--- config.mk ---
export PLATFORM = sky130hd
export DESIGN_NAME = scan_bridge_local_port_control_flat
export DESIGN_NICKNAME = d
export VERILOG_FILES = /design/src/design/scan_bridge_pkg.sv /design/src/design/scan_link_if.sv /design/src/design/scan_bridge_local_port_control.sv /design/src/flat_wrapper.sv
export SDC_FILE = /design/constraint.sdc
export NUM_CORES = 1
export LEC_CHECK = 0
export BUFFER_PORTS_ARGS = -buffer_cell sky130_fd_sc_hd__buf_2
export CAP_MARGIN = 0
export CORE_MARGIN = 8
export CORE_UTILIZATION = 55
export DETAILED_ROUTE_END_ITERATION = 7
export PLACE_DENSITY = 0.7
export SLEW_MARGIN = 20
export SYNTH_ARGS = -nofsm -noshare
export SYNTH_HDL_FRONTEND = slang
export SYNTH_SLANG_ARGS = --single-unit
--- constraint.sdc ---
create_clock -name clk_in -period 3.3 [get_ports clk_in]
set_clock_uncertainty 0.1 [all_clocks]
set_input_delay 0.33 -clock clk_in [delete_from_list [all_inputs] [get_ports clk_in]]
set_output_delay 0.33 -clock clk_in [all_outputs]
set_load 0.05 [all_outputs]
--- src/design/scan_bridge_pkg.sv ---
// Purpose: Shared constants and types for the scan bridge and its test master
// Assumes: Both ends run on one 10 MHz system clock
// Notes:   Instruction codes other than the identification code are local picks
package scan_bridge_pkg;

  // ****************************************
  // TAP controller states
  // ****************************************
  typedef enum logic [3:0] {
    st_tlr, st_rti, st_sel_dr, st_cap_dr, st_sh_dr, st_ex1_dr, st_pa_dr, st_ex2_dr,
    st_upd_dr, st_sel_ir, st_cap_ir, st_sh_ir, st_ex1_ir, st_pa_ir, st_ex2_ir, st_upd_ir
  } tap_state_e;

  typedef enum logic [1:0] {
    pc_parked, pc_wait_idle, pc_wait_sync, pc_active
  } port_state_e;

  // ****************************************
  // Instruction codes
  // ****************************************
  localparam logic [7:0] ID_CODE_INSTR                = 8'hAA;
  localparam logic [7:0] BYPASS_INSTR                 = 8'hFF;
  localparam logic [7:0] COUNTER_ENABLE_INSTR         = 8'h10;
  localparam logic [7:0] COUNTER_DISABLE_INSTR        = 8'h11;
  localparam logic [7:0] COUNTER_SELECT_INSTR         = 8'h12;
  localparam logic [7:0] PARK_IN_IDLE_INSTR           = 8'h20;
  localparam logic [7:0] PARK_IN_RESET_INSTR          = 8'h21;
  localparam logic [7:0] PARK_IN_PAUSE_DR_INSTR       = 8'h22;
  localparam logic [7:0] PARK_IN_PAUSE_IR_INSTR       = 8'h23;
  localparam logic [7:0] RELEASE_INSTR                = 8'h24;
  localparam logic [7:0] LOCAL_PORTS_RESET_INSTR      = 8'h30;
  localparam logic [7:0] CONFIG_REGISTER_SELECT_INSTR = 8'h40;
  localparam logic [7:0] GROUP_SELECT_INSTR           = 8'h41;
  localparam logic [7:0] IR_CAPTURE                   = 8'h01;

  // ****************************************
  // Initial values and field positions
  // ****************************************
  localparam logic [1:0]  GROUP_RST = 2'h0;
  localparam logic [7:0]  INSTR_RST = ID_CODE_INSTR;
  localparam logic [7:0]  MODE_RST  = 8'h01;
  localparam logic [15:0] LFSR_RST  = 16'h0000;
  localparam logic [31:0] COUNT_RST = 32'h0000_0000;
  localparam int MODE_TCK_STOP_BIT  = 3;
  localparam int MODE_LOOPBACK_BIT  = 4;
  localparam int MODE_DONE_BIT      = 7;

  // ****************************************
  // Test master clock and registers
  // ****************************************
  localparam int CLK_PERIOD_NS  = 100;
  localparam int TCK_PERIOD_NS  = 800;
  localparam int TCK_HALF_CYCLES = TCK_PERIOD_NS / (2 * CLK_PERIOD_NS);
  localparam logic [7:0] REG_TMS    = 8'h00;
  localparam logic [7:0] REG_TDI    = 8'h04;
  localparam logic [7:0] REG_CTRL   = 8'h08;
  localparam logic [7:0] REG_STATUS = 8'h0C;
  localparam logic [7:0] REG_TDO    = 8'h10;
  localparam int CTRL_START_BIT = 8;
  localparam int CTRL_TRST_BIT  = 9;

  function automatic tap_state_e tap_next(input tap_state_e s, input logic tms);
    unique case (s)
      st_tlr:    tap_next = tms ? st_tlr    : st_rti;
      st_rti:    tap_next = tms ? st_sel_dr : st_rti;
      st_sel_dr: tap_next = tms ? st_sel_ir : st_cap_dr;
      st_cap_dr: tap_next = tms ? st_ex1_dr : st_sh_dr;
      st_sh_dr:  tap_next = tms ? st_ex1_dr : st_sh_dr;
      st_ex1_dr: tap_next = tms ? st_upd_dr : st_pa_dr;
      st_pa_dr:  tap_next = tms ? st_ex2_dr : st_pa_dr;
      st_ex2_dr: tap_next = tms ? st_upd_dr : st_sh_dr;
      st_upd_dr: tap_next = tms ? st_sel_dr : st_rti;
      st_sel_ir: tap_next = tms ? st_tlr    : st_cap_ir;
      st_cap_ir: tap_next = tms ? st_ex1_ir : st_sh_ir;
      st_sh_ir:  tap_next = tms ? st_ex1_ir : st_sh_ir;
      st_ex1_ir: tap_next = tms ? st_upd_ir : st_pa_ir;
      st_pa_ir:  tap_next = tms ? st_ex2_ir : st_pa_ir;
      st_ex2_ir: tap_next = tms ? st_upd_ir : st_sh_ir;
      st_upd_ir: tap_next = tms ? st_sel_dr : st_rti;
    endcase
  endfunction

endpackage

--- src/design/scan_link_if.sv ---
// Purpose: Backplane and local scan port wires between master and bridge
// Assumes: All pins are point to point, no tristate
// Notes:   Local port pins are only read by the bench
`timescale 1ns/1ns
interface scan_link_if #(parameter int NUM_PORTS = 3);
  logic                 tck;
  logic                 tms;
  logic                 tdi;
  logic                 tdo;
  logic                 trst_n;
  logic [NUM_PORTS-1:0] tck_l;
  logic [NUM_PORTS-1:0] tms_l;

  modport bridge (input tck, input tms, input tdi, input trst_n,
                  output tdo, output tck_l, output tms_l);
  modport master (output tck, output tms, output tdi, output trst_n, input tdo);
endinterface

--- src/design/scan_bridge_local_port_control.sv ---
// Purpose: Bridge TAP with self-test counter, reset levels and local port parking
// Assumes: Backplane pins are sampled by clk_in, well above the test clock rate
// Notes:   Address matching is not modelled; the bridge always acts as selected
// Operation
// - Master orders self-test steps, then loads count
// - Test-Logic-Reset clears the down-counter
// - Config register bit 7 shows terminal count
// - Master disables counter before releasing port
// - Self test starts after Update-DR edge
// - Test-Logic-Reset resets registers and local chains
// - Reset by five TMS-high clocks or pin
// - Level-one reset restores all initial values
// - Initial values: group, instruction, mode, LFSR, counter
// - Local reset instruction drives all local TMS high
// - Park-in-reset parks selected port in reset
// - Master releases non-reset parked port before reset
// - Idle ports park in one of four states
// - Local TMS held high while parked
// - Released port waits for matching sync state
// - Reset-parked ports get TMS low on falling edge
// - Bridge in Run-Test/Idle connects local TMS
// - Otherwise local TMS stays low until idle
// - One controller per port, chosen by mode bits
// - Each port activates at its own sync state
// - Terminal count stops parked local clocks low
//
// The address map and the plain strobed port were decided locally.
`timescale 1ns/1ns
module scan_bridge_local_port_control
  import scan_bridge_pkg::*;
#(
  parameter int          NUM_PORTS = 3,
  parameter logic [31:0] ID_VALUE  = 32'h1234_5001  // Arbitrary identification value
) (
  input  wire logic                 clk_in,
  input  wire logic                 reset_n_in,
  scan_link_if.bridge               link,
  output logic [7:0]                instr_out,
  output logic [7:0]                mode_out,
  output logic [NUM_PORTS-1:0]      port_active_out
);

  // ****************************************
  // Pin synchronisers and edge detection
  // ****************************************
  logic [3:0] s1_q;
  logic [3:0] s2_q;
  logic       tck_prev_q;
  logic       tck_s;
  logic       tms_s;
  logic       tdi_s;
  logic       trst_n_s;
  logic       rise;
  logic       fall;

  assign tck_s    = s2_q[0];
  assign tms_s    = s2_q[1];
  assign tdi_s    = s2_q[2];
  assign trst_n_s = s2_q[3];
  assign rise     = tck_s & ~tck_prev_q;
  assign fall     = ~tck_s & tck_prev_q;

  // ****************************************
  // State
  // ****************************************
  tap_state_e           tap_q,    tap_d;
  logic [7:0]           ir_q,     ir_d;
  logic [7:0]           irs_q,    irs_d;
  logic [31:0]          dr_q,     dr_d;
  logic [7:0]           mode_q,   mode_d;
  logic [1:0]           group_q,  group_d;
  logic [15:0]          lfsr_q,   lfsr_d;
  logic [31:0]          cnt_q,    cnt_d;
  logic                 cnt_en_q, cnt_en_d;
  logic                 run_q,    run_d;
  logic                 tdo_q,    tdo_d;
  port_state_e          pc_q      [NUM_PORTS];
  port_state_e          pc_d      [NUM_PORTS];
  tap_state_e           park_q    [NUM_PORTS];
  tap_state_e           park_d    [NUM_PORTS];
  logic [NUM_PORTS-1:0] hold_q,   hold_d;
  logic [NUM_PORTS-1:0] tms_l_q,  tms_l_d;
  logic [NUM_PORTS-1:0] tck_l_q,  tck_l_d;
  logic                 done;
  logic [NUM_PORTS-1:0] sel;

  function automatic int unsigned dr_len(input logic [7:0] ir);
    unique case (ir)
      ID_CODE_INSTR, COUNTER_SELECT_INSTR: dr_len = 32;
      CONFIG_REGISTER_SELECT_INSTR:        dr_len = 8;
      GROUP_SELECT_INSTR:                  dr_len = 2;
      default:                             dr_len = 1;
    endcase
  endfunction

  assign done = cnt_en_q & run_q & (cnt_q == COUNT_RST);
  assign sel  = mode_q[MODE_LOOPBACK_BIT] ? '0 : mode_q[NUM_PORTS-1:0];

  always_comb begin
    tap_d    = rise ? tap_next(tap_q, tms_s) : tap_q;
    ir_d     = ir_q;
    irs_d    = irs_q;
    dr_d     = dr_q;
    mode_d   = mode_q;
    group_d  = group_q;
    lfsr_d   = lfsr_q;
    cnt_d    = cnt_q;
    cnt_en_d = cnt_en_q;
    run_d    = run_q;
    tdo_d    = tdo_q;
    pc_d     = pc_q;
    park_d   = park_q;
    hold_d   = hold_q;
    if (!trst_n_s) begin
      tap_d = st_tlr;
    end
    if (rise) begin
      if (tap_q == st_cap_dr) begin
        unique case (ir_q)
          ID_CODE_INSTR:                dr_d = ID_VALUE;
          COUNTER_SELECT_INSTR:         dr_d = cnt_q;
          CONFIG_REGISTER_SELECT_INSTR: dr_d = {24'h00_0000, done, mode_q[6:0]};
          GROUP_SELECT_INSTR:           dr_d = {30'h0000_0000, group_q};
          default:                      dr_d = 32'h0000_0000;
        endcase
      end
      if (tap_q == st_sh_dr) begin
        for (int i = 0; i < 32; i++) begin
          if (i == dr_len(ir_q) - 1) begin
            dr_d[i] = tdi_s;
          end else if (i < 31) begin
            dr_d[i] = dr_q[i+1];
          end
        end
      end
      if (tap_q == st_upd_dr) begin
        unique case (ir_q)
          COUNTER_SELECT_INSTR: begin
            cnt_d = dr_q;
            run_d = 1'b1;
          end
          CONFIG_REGISTER_SELECT_INSTR: mode_d = {3'b000, dr_q[4:0]};
          GROUP_SELECT_INSTR:           group_d = dr_q[1:0];
          default: ;
        endcase
      end else if (cnt_en_q && run_q && cnt_q != COUNT_RST) begin
        cnt_d = cnt_q - 32'h0000_0001;
      end
      if (tap_q == st_cap_ir) begin
        irs_d = IR_CAPTURE;
      end
      if (tap_q == st_sh_ir) begin
        irs_d = {tdi_s, irs_q[7:1]};
      end
      if (tap_q == st_upd_ir) begin
        ir_d = irs_q;
        if (irs_q == COUNTER_ENABLE_INSTR) begin
          cnt_en_d = 1'b1;
        end
        if (irs_q == COUNTER_DISABLE_INSTR) begin
          cnt_en_d = 1'b0;
          run_d    = 1'b0;
        end
      end
      for (int i = 0; i < NUM_PORTS; i++) begin
        if (tap_q == st_upd_ir) begin
          unique case (irs_q)
            PARK_IN_IDLE_INSTR, PARK_IN_PAUSE_DR_INSTR, PARK_IN_PAUSE_IR_INSTR: begin
              if (pc_q[i] != pc_parked) begin
                pc_d[i]   = pc_parked;
                park_d[i] = (irs_q == PARK_IN_IDLE_INSTR) ? st_rti :
                            (irs_q == PARK_IN_PAUSE_DR_INSTR) ? st_pa_dr : st_pa_ir;
              end
            end
            PARK_IN_RESET_INSTR: begin
              // A port parked elsewhere must be released first
              if (sel[i] && (pc_q[i] != pc_parked || park_q[i] == st_tlr)) begin
                pc_d[i]   = pc_parked;
                park_d[i] = st_tlr;
              end
            end
            LOCAL_PORTS_RESET_INSTR: begin
              pc_d[i]   = pc_parked;
              park_d[i] = st_tlr;
            end
            RELEASE_INSTR: begin
              if (sel[i] && pc_q[i] == pc_parked) begin
                pc_d[i] = (park_q[i] == st_tlr) ? pc_wait_idle : pc_wait_sync;
              end
            end
            default: ;
          endcase
        end else if (pc_q[i] == pc_wait_idle && tap_q == st_rti) begin
          pc_d[i] = pc_active;
        end else if (pc_q[i] == pc_wait_sync && tap_q == park_q[i]) begin
          pc_d[i] = pc_active;
        end
      end
    end
    if (fall) begin
      tdo_d = (tap_q == st_sh_dr) ? dr_q[0] : (tap_q == st_sh_ir) ? irs_q[0] : 1'b0;
      for (int i = 0; i < NUM_PORTS; i++) begin
        hold_d[i] = (pc_q[i] != pc_wait_idle);
      end
    end
    if (tap_q == st_tlr) begin
      ir_d     = INSTR_RST;
      mode_d   = MODE_RST;
      group_d  = GROUP_RST;
      lfsr_d   = LFSR_RST;
      cnt_d    = COUNT_RST;
      cnt_en_d = 1'b0;
      run_d    = 1'b0;
      // Chains must see reset at once, not only at the next test clock fall
      hold_d   = '1;
      tdo_d    = 1'b0;
      for (int i = 0; i < NUM_PORTS; i++) begin
        pc_d[i]   = pc_parked;
        park_d[i] = st_tlr;
      end
    end
  end

  // ****************************************
  // Local port pins
  // ****************************************
  always_comb begin
    for (int i = 0; i < NUM_PORTS; i++) begin
      // Active ports follow the backplane select directly
      tms_l_d[i] = (pc_q[i] == pc_active) ? tms_s : hold_q[i];
      // Clock gating only applies to parked ports
      tck_l_d[i] = tck_s & ~((pc_q[i] == pc_parked) &&
                             (done || mode_q[MODE_TCK_STOP_BIT]));
    end
  end

  always_ff @(posedge clk_in) begin
    if (!reset_n_in) begin
      s1_q       <= 4'h0;
      s2_q       <= 4'h0;
      tck_prev_q <= 1'b0;
      tap_q      <= st_tlr;
      ir_q       <= INSTR_RST;
      irs_q      <= 8'h00;
      dr_q       <= 32'h0000_0000;
      mode_q     <= MODE_RST;
      group_q    <= GROUP_RST;
      lfsr_q     <= LFSR_RST;
      cnt_q      <= COUNT_RST;
      cnt_en_q   <= 1'b0;
      run_q      <= 1'b0;
      tdo_q      <= 1'b0;
      hold_q     <= '1;
      tms_l_q    <= '1;
      tck_l_q    <= '0;
      for (int i = 0; i < NUM_PORTS; i++) begin
        pc_q[i]   <= pc_parked;
        park_q[i] <= st_tlr;
      end
    end else begin
      s1_q       <= {link.trst_n, link.tdi, link.tms, link.tck};
      s2_q       <= s1_q;
      tck_prev_q <= tck_s;
      tap_q      <= tap_d;
      ir_q       <= ir_d;
      irs_q      <= irs_d;
      dr_q       <= dr_d;
      mode_q     <= mode_d;
      group_q    <= group_d;
      lfsr_q     <= lfsr_d;
      cnt_q      <= cnt_d;
      cnt_en_q   <= cnt_en_d;
      run_q      <= run_d;
      tdo_q      <= tdo_d;
      hold_q     <= hold_d;
      tms_l_q    <= tms_l_d;
      tck_l_q    <= tck_l_d;
      pc_q       <= pc_d;
      park_q     <= park_d;
    end
  end

  always_comb begin
    for (int i = 0; i < NUM_PORTS; i++) begin
      port_active_out[i] = (pc_q[i] == pc_active);
    end
  end

  assign link.tdo   = tdo_q;
  assign link.tms_l = tms_l_q;
  assign link.tck_l = tck_l_q;
  assign instr_out  = ir_q;
  assign mode_out   = {done, mode_q[6:0]};

endmodule  // scan_bridge_local_port_control

--- src/flat_wrapper.sv ---
// flat-port wrapper written by rule: the top's interface ports become plain ports
module scan_bridge_local_port_control_flat import scan_bridge_pkg::*;
#(
  parameter int          NUM_PORTS = 3,
  parameter logic [31:0] ID_VALUE  = 32'h1234_5001                                   
)
  (clk_in, reset_n_in, instr_out, mode_out, port_active_out, link_tck, link_tms, link_tdi, link_trst_n, link_tdo, link_tck_l, link_tms_l);
  scan_link_if #(.NUM_PORTS(NUM_PORTS)) link_i ();
  input  wire logic clk_in;
  input  wire logic reset_n_in;
  output logic [7:0] instr_out;
  output logic [7:0] mode_out;
  output logic [NUM_PORTS-1:0] port_active_out;
  input wire logic [$bits(link_i.tck)-1:0] link_tck;
  input wire logic [$bits(link_i.tms)-1:0] link_tms;
  input wire logic [$bits(link_i.tdi)-1:0] link_tdi;
  input wire logic [$bits(link_i.trst_n)-1:0] link_trst_n;
  output wire logic [$bits(link_i.tdo)-1:0] link_tdo;
  output wire logic [$bits(link_i.tck_l)-1:0] link_tck_l;
  output wire logic [$bits(link_i.tms_l)-1:0] link_tms_l;
  assign link_i.tck = link_tck;
  assign link_i.tms = link_tms;
  assign link_i.tdi = link_tdi;
  assign link_i.trst_n = link_trst_n;
  assign link_tdo = link_i.tdo;
  assign link_tck_l = link_i.tck_l;
  assign link_tms_l = link_i.tms_l;
  scan_bridge_local_port_control #(.NUM_PORTS(NUM_PORTS), .ID_VALUE(ID_VALUE)) u_core (.clk_in(clk_in), .reset_n_in(reset_n_in), .link(link_i), .instr_out(instr_out), .mode_out(mode_out), .port_active_out(port_active_out));
endmodule
# ---- After elaboration in Yosys (flattened, before gate mapping)
# Cells that the tools add are included.
# Widths: inputs -> output; s select.
dict set report classes {
  add_sub_neg 2
  eq_ne 90
  n_mux 103
  bitwise_logic 13
  n_reduce_logical 62
}
# operator n
set op_table {}
lappend op_table {{$eq 5x32->1 const A} 16}
lappend op_table {{$eq 4x32->1 const A} 8}
lappend op_table {{$mux 32} 7}
lappend op_table {{$eq 3x32->1 const A} 4}
lappend op_table {{$pmux 32 s4} 1}
lappend op_table {{$eq 2x32->1 const A} 2}
lappend op_table {{$logic_not 32->1} 2}
lappend op_table {{$sub 32x1->32 const B} 2}
lappend op_table {{$eq 8x6->1 const B} 6}
lappend op_table {{$mux 2} 24}
lappend op_table {{$mux 4} 12}
lappend op_table {{$pmux 4 s12} 1}
lappend op_table {{$mux 1} 46}
lappend op_table {{$pmux 4 s3} 3}
lappend op_table {{$eq 1x32->1 const A} 1}
lappend op_table {{$eq 4x4->1 const B} 8}
lappend op_table {{$reduce_bool 32->1} 1}
lappend op_table {{$ne 3x3->1 const B} 9}
lappend op_table {{$eq 8x5->1 const B} 3}
lappend op_table {{$pmux 2 s4} 3}
lappend op_table {{$ne 2x1->1 const B} 9}
lappend op_table {{$pmux 6 s3} 1}
lappend op_table {{$reduce_and 6->1} 3}
lappend op_table {{$logic_and 1x1->1} 17}
lappend op_table {{other kinds (24)} 81}
dict set report totals {
  reg_bits 130
  inputBits 6
  output_inout_bits 26
  word_cells 293
}

# ---- Longest topological paths before layout
# Gate-level depths: netlist of the first run.
dict set report depth {
  ltp_word 9
  mapped_depth 9
  ltp_nobuf 8
}

# ---- Worst setup path after synthesis of the first run
# No wires, ideal clock.
dict set report synth_path {
  path_kind {register to register}
  from {register u_core.ir_q[0], in the netlist u_core.instr_out[0]}
  to {register u_core.dr_q[15]}
  setup_ns 0.059
  arrival_time_ns 2.689
  required_time_ns 3.141
  slack_ns 0.453
  path_stages_with_launch 8
  n_path_buf 2
  path_cell_list {dfxtp_1 -> clkbuf_1 -> or4b_2 -> nor3_1 -> clkbuf_1 -> a22oi_1 -> nand2_1 -> o211a_1}
}
dict set report synth_via {
  elab_chain_len 9
  elab_cells_between_ends 14
  classes_between {add/sub: 1; eq/ne: 5; mux: 7; reduce/logical: 1}
}
# element line_no
set synth_rtl {}
lappend synth_rtl {{start, declared} scan_bridge_local_port_control.sv:67} ;# logic [7:0] ir_q, ir_d;
lappend synth_rtl {{start signal, assigned} scan_bridge_local_port_control.sv:265} ;# ir_q <= ir_d;
lappend synth_rtl {{$eq 8x8->1 / $eq 8x5->1 (equally long branches)} {scan_bridge_local_port_control.sv:88, scan_bridge_local_port_control.sv:119}}
lappend synth_rtl {{$reduce_or 2->1} scan_bridge_local_port_control.sv:88} ;# unique case (ir)
lappend synth_rtl {{$pmux 6 s3} scan_bridge_local_port_control.sv:88}
lappend synth_rtl {{$mux 32} scan_bridge_local_port_control.sv:127} ;# if (tap_q == st_sh_dr) begin
lappend synth_rtl {{$mux 32} scan_bridge_local_port_control.sv:117} ;# if (rise) begin
lappend synth_rtl {{$sub 32x1->32} scan_bridge_local_port_control.sv:129} ;# if (i == dr_len(ir_q) - 1) begin
lappend synth_rtl {{$eq 4x32->1} scan_bridge_local_port_control.sv:129}
lappend synth_rtl {{$mux 1} scan_bridge_local_port_control.sv:129}
lappend synth_rtl {{$mux 32 (*)} scan_bridge_local_port_control.sv:127}
lappend synth_rtl {{end signal, assigned} scan_bridge_local_port_control.sv:267} ;# dr_q <= dr_d;
lappend synth_rtl {{end, declared} scan_bridge_local_port_control.sv:69} ;# logic [31:0] dr_q, dr_d;
# Mark *: on every way between the ends. The rest lies on a longest branch, timed or not. The select of a mux whose other input is x is not followed.
# A chain may end at the register's enable or synchronous reset.

# ---- Final worst setup path of the first run
dict set report layout_path {
  from {register u_core.cnt_q[23]}
  to {output port mode_out[7]}
}
dict set report layout_via {
  elab_chain_len 2
}
# element line_no
set layout_rtl {}
lappend layout_rtl {{start, declared} scan_bridge_local_port_control.sv:73} ;# logic [31:0] cnt_q, cnt_d;
lappend layout_rtl {{start signal, assigned} scan_bridge_local_port_control.sv:271} ;# cnt_q <= cnt_d;
lappend layout_rtl {{$logic_not 32->1} scan_bridge_local_port_control.sv:96} ;# assign done = cnt_en_q & run_q & (cnt_q == COUNT_RST);
lappend layout_rtl {{$and 1x1->1} scan_bridge_local_port_control.sv:96}
lappend layout_rtl {{end, declared} flat_wrapper.sv:12} ;# output logic [7:0] mode_out;
# No other way between the ends.

==> impl_metrics.ini, run 1 <==
[run_status]
status = finished clean

[yosys]
ys_ff_latch = 130
synth_edf_count = 0
async_flop_share = 0
yosys_most_used_dff = dfxtp_1
netlist_area_um2 = 6884
ys_types = 66
synth_cells = 888
synth_area_per_cell_um2 = 7.752
yosysWarnings = 0
ys_seq_area_frac = 0.3780

[setup_path]
crit_chain = or4_4 > or3_4 > or4_4 > nor3_4 > buf_6
cpMostUsedCell = or4_4
cpLargestDelayFamily = simple AND/OR/NAND/NOR gates
worstPathMaxFanout = 8
required_ns = 2.87
start_kind = flop
worstSetupPathType = flop to primary output
slowest_stage = or4_4
arrival_ns = 2.78
crit_buf_inv = 1
max_stage_delay_ns = 0.59
end_kind = primary output

[clock_tree]
cts.path.max_buffers = 2
numCtsBuffers = 17
postCtsSetupRepairBufs = 0
cts_tree = yes
cts_root_buf = clkbuf_16
clk_pin_slew_worst_paths_ns = 0.06
cts-htree-levels = 4
insertion_delay_ns = 0.43
cts.sinks = 130

[drt]
drt_iter0_drc = 844
dr.pass1.iters = 6
wire_per_inst_um = 17.96
drc = 0
finalWirelength_um = 19380
final_antenna_net_count = 0
vias = 6773
routed_via_density = 6.277

[timing]
relSlewSlack = 0.3597
tightest_slew_ns = 0.9604
fin_crit_ns = 3.209
tns_ns = 0
fin_crit_sh = 0.9724
slew_violations = 0
grt_setup_unrepaired = false
finalSetupViolCount = 0
hold_viol = 0
fin_hold_ws_ns = 0.008791
fmax_ghz = 0.3116

[placement]
place_hpwl_um = 12800
numPlacedInstances = 1046
io_buffers = 29
gp_congestion = 0.9053

[floorplan]
die_area_um2 = 16350
start_util = 0.5545
core_um2 = 12410
die_h_um = 127.9
die_x_um = 127.9
ioPinCount = 32
row_count = 41

[final_layout]
layout_commonest_cell = nand2_1
final_cell_mix = nand2_1, dfxtp_1, a21oi_1
antenna_cells = 0
finalNonFillerCells = 1079
fillers = 1067
multiInputGateArea_um2 = 3965
syn_to_final_growth_pct = 13.98
drive_above_1_share = 0.1180
final_nets = 902
register_area_um2 = 2603
fin_util = 0.6320

[global_route]
grt_usage = 0.2358
grt_pass1_wl_um = 30970
antenna_found_initial = 1
grt_pass1_vias = 6195
grt_overflow = 0
grt_max_degree = 76

[power_and_ir_drop]
power_density_nw_per_um2 = 477.4
ir_drop_v = 0.0004355
finalPower_mw = 3.746
p_leak_nw = 3.000

[job]
maxCapViolCount = 0

[min_path]
hold_class = primary input to flop
==> registers in the layout (all words and copies together), names as in the netlist <==
signal	flops
u_core.cnt_en_q	1
u_core.cnt_q	32
u_core.dr_q	32
u_core.group_q	2
u_core.hold_q	3
u_core.instr_out	8
u_core.irs_q	8
u_core.link.tck_l	3
u_core.link.tdo	1
u_core.link.tms_l	3
u_core.mode_q	5
u_core.park_q	12
u_core.pc_q	6
u_core.run_q	1
u_core.s1_q	4
u_core.s2_q	4
u_core.tap_q	4
u_core.tck_prev_q	1
==> repair_timing <==
item	CTS	global route
cloned	0	0
hold buffers	1	0
resized for setup	3	3
pin swaps	0	1
endpoints found under the hold margin	1	0
setup endpoints to repair	1	1
==> worst paths after layout <==
check	startpoint	cells past startpoint	slack [ns]	to
setup / recovery	u_core.cnt_q[23]$_SDFFE_PP0P_	5	0.09	mode_out[7]
setup reg to reg	u_core.cnt_q[0]$_SDFFE_PP0P_	10	0.19	u_core.cnt_q[3]$_SDFFE_PP0P_
hold / removal	link_tck	2	0.009	u_core.s1_q[0]$_SDFF_PN0_
hold reg to reg	u_core.s1_q[3]$_SDFF_PN0_	1	0.34	u_core.s2_q[3]$_SDFF_PN0_
==> Yosys cell counts, types with 8 or more instances <==
cell type	count	area share
clkbuf_1	50	0.027
nor4_1	11	0.010
nand3_1	31	0.023
nand2_1	145	0.079
a22oi_1	23	0.025
o211a_1	19	0.028
inv_1	15	0.0082
o21ai_0	65	0.047
and2_1	15	0.014
a21boi_0	9	0.0098
a31oi_1	10	0.0091
buf_1	8	0.0044
nor2_1	55	0.030
mux2i_1	21	0.031
dfxtp_1	130	0.38
xnor2_1	9	0.011
nor3_1	20	0.015
a21oi_1	91	0.066
o31ai_1	12	0.013
o211ai_1	11	0.012
o21ai_1	9	0.0065
nor2b_1	13	0.012
==> layout make-up <==
| type | instances | share of cell area |
|---|---|---|
| tap | 172 | 0.02743 |
| timing repair buffer | 55 | 0.04449 |
| clock inverter | 11 | 0.02647 |
| inverter | 15 | 0.007176 |
| clock buffer | 21 | 0.05741 |
| multi-input combinational | 675 | 0.5053 |
| sequential | 130 | 0.3317 |
==> per-layer routing <==
layer / GRT usage / routed length, um / vias to the layer above
met5: 0 / 13 / -
met4: 0.1168 / 591 / 2
met3: 0.05907 / 1217 / 56
met2: 0.3961 / 9370 / 298
met1: 0.2739 / 8182 / 3184
li1: - / - / 3233
==> per-stage QoR <==
| stage | setup WS, ns | cell area, um2 |
|---|---|---|
| finish | 0.09114 | 7846 |
| global route | 0.007819 | 7846 |
| floorplan | 0.4526 | 6888 |
| CTS | 0.03450 | 7833 |
| global placement | 0.2696 | 7151 |
| detailed placement | 0.2114 | 7151 |
==> logic make-up (layout without fill, tap and decap cells) <==
group / count (synthesis) / count (layout) / synth area share
compound gates: 298 / 298 / 0.2808
xor+xnor: 12 / 12 / 0.01527
fa+ha+maj: 2 / 2 / 0.003634
buf+inv: 84 / 102 / 0.05289
flops: 130 / 130 / 0.3780
mux: 22 / 22 / 0.03217
other cells: 1 / 2 / 0.0005447
simple gates: 339 / 339 / 0.2366
==> power by group <==
part | internal (mW) | leakage, nW | switching (mW)
clock network | 1.43 | 0.321 | 0.689
logic | 0.0132 | 1.63 | 0.0331
registers | 1.58 | 1.05 | 0.00507
(Power assumes the default switching activity.)
==> run 2: changes to the inputs <==
--- a/config.mk
+++ b/config.mk
@@ -10,6 +10,7 @@
 export CORE_MARGIN = 8
 export CORE_UTILIZATION = 55
 export DETAILED_ROUTE_END_ITERATION = 7
+export GPL_TIMING_DRIVEN = 0
 export PLACE_DENSITY = 0.7
 export SLEW_MARGIN = 20
 export SYNTH_ARGS = -nofsm -noshare
==> impl_metrics.ini, run 2 (synthesized netlist as in run 1, its figures left out) <==
[floorplan]
die_area_um2 = 16350
ioPinCount = 32
core_um2 = 12410
row_count = 41
start_util = 0.5545
die_h_um = 127.9
die_x_um = 127.9

[power_and_ir_drop]
finalPower_mw = 3.423
power.switching_uw = 722.7
ir_drop_v = 0.0003746
p_leak_nw = 2.969
intPower_mw = 2.701
comb_power_share = 0.016
swShare = 0.2111
clkPwrFrac = 0.523
sequentialPowerShare = 0.461
power_density_nw_per_um2 = 434.8

[global_route]
grt_max_degree = 17
grt_usage = 0.2860
grt_pass1_wl_um = 36740
antenna_found_initial = 0
grt_overflow = 0
grt_pass1_vias = 6892

[setup_path]
worstPathMaxFanout = 10
r2r_slack_ns = 0.12
start_kind = flop
max_stage_delay_ns = 0.72
worstSetupPathType = flop to primary output
required_ns = 2.87
end_kind = primary output
crit_chain = inv_1 > ha_1 > or4b_2 > nor2b_4 > nand3_4 > nor3_4 > buf_8
arrival_ns = 2.81
slowest_stage = or4b_2
reg2reg_depth = 9

[final_layout]
fin_area_um2 = 7874
fillers = 1135
drive_above_1_share = 0.09474
reg_top3 = u_core.cnt_q: 32 flops, u_core.dr_q: 32 flops, u_core.park_q: 12 flops
syn_to_final_growth_pct = 14.38
layout_commonest_cell = nand2_1
final_nets = 945
antenna_cells = 0
final_cell_mix = nand2_1, dfxtp_1, a21oi_1

[timing]
fin_crit_sh = 0.9806
grt_setup_unrepaired = false
hold_viol = 0
tightest_slew_ns = 0.8314
fmax_ghz = 0.3090
slew_violations = 0
finalSetupViolCount = 0
fin_crit_ns = 3.236
setup_ws_ns = 0.06417
relSlewSlack = 0.4379

[placement]
place_hpwl_um = 16290
pre_cts_slack_ns = -0.3658
gp_congestion = 0.9675
io_buffers = 29
dpl-instance-area_um2 = 7253

[run_status]
status = finished clean

[drt]
vias = 7289
finalWirelength_um = 23210
wire_per_inst_um = 20.68
drc = 0
routed_via_density = 6.496
drt_iter0_drc = 1070
final_antenna_net_count = 0
dr.pass1.iters = 6

[min_path]
hold_class = primary input to flop
whs_path_depth = 2

[clock_tree]
numCtsBuffers = 17
clk_pin_slew_worst_paths_ns = 0.06
cts_tree = yes
ctsHoldBuffers = 0
cts.path.max_buffers = 2
cts.sinks = 130
insertion_delay_ns = 0.43
cts_root_buf = clkbuf_16
cts-htree-levels = 4

[job]
maxCapViolCount = 0
run 2: power groups by stage:
stage               combinational (mW)  sequential [mW]  clock, mW
detailed placement              0.0534             1.61          0
floorplan                       0.0320             1.62          0
CTS                             0.0537             1.58       1.80
global route                    0.0591             1.58       1.88
finish                          0.0548             1.58       1.79
global placement                0.0525             1.61          0
run 2: final cells by class:
class,count,area (um2),area share
clock buffer,27,503.0,0.06388
multi-input combinational,675,3984,0.5060
tap,172,215.2,0.02733
sequential,130,2603,0.3305
buffer,68,300.3,0.03814
timing repair buffer,30,162.7,0.02066
inverter,15,56.30,0.007151
clock inverter,5,50.05,0.006356
run 2: worst max-delay path: cells and delay by family (launching register included):
| family | cells | cell delay [ns] |
|---|---|---|
| buffers and inverters | 2 | 0.29 |
| DFF | 1 | 0.36 |
| and+or+nand+nor | 4 | 1.51 |
| adders and majority gates | 1 | 0.22 |
run 2: path summary, 6_finish.rpt:
check	start	end
worst min register to register	u_core.s1_q[2]$_SDFF_PN0_	u_core.s2_q[2]$_SDFF_PN0_
worst max register to register	u_core.cnt_q[24]$_SDFFE_PP0P_	u_core.cnt_q[9]$_SDFFE_PP0P_
worst min-delay path	link_tdi	u_core.s1_q[2]$_SDFF_PN0_
worst max-delay path	u_core.cnt_q[0]$_SDFFE_PP0P_	mode_out[7]
run 2: routing by layer:
layer / routed length (um) / vias up / global-route usage
li1: - / 3309 / -
met1: 9199 / 3442 / 0.3425
met2: 10860 / 437 / 0.4680
met3: 2079 / 101 / 0.06073
met4: 1064 / 0 / 0.1601
met5: 0 / - / 0
run 2: what timing repair did:
item / in CTS / in global routing
gates resized for setup: 9 / 4
gates cloned: 0 / 0
setup buffers: 1 / 0
pin swaps: 2 / 3
setup endpoints to repair: 37 / 44
run 2: per-stage QoR:
stage	hold WS [ns]	setup TNS [ns]	utilization	instances
after floorplan	0.3119	0	-	889
after CTS	0.003156	0	0.6321	1122
after global placement	0.3168	-5.826	0.5839	1090
after global routing	0.01285	0	0.6342	1122
final	0.003652	0	0.6342	1122
after detailed placement	0.3203	-6.252	0.5843	1090
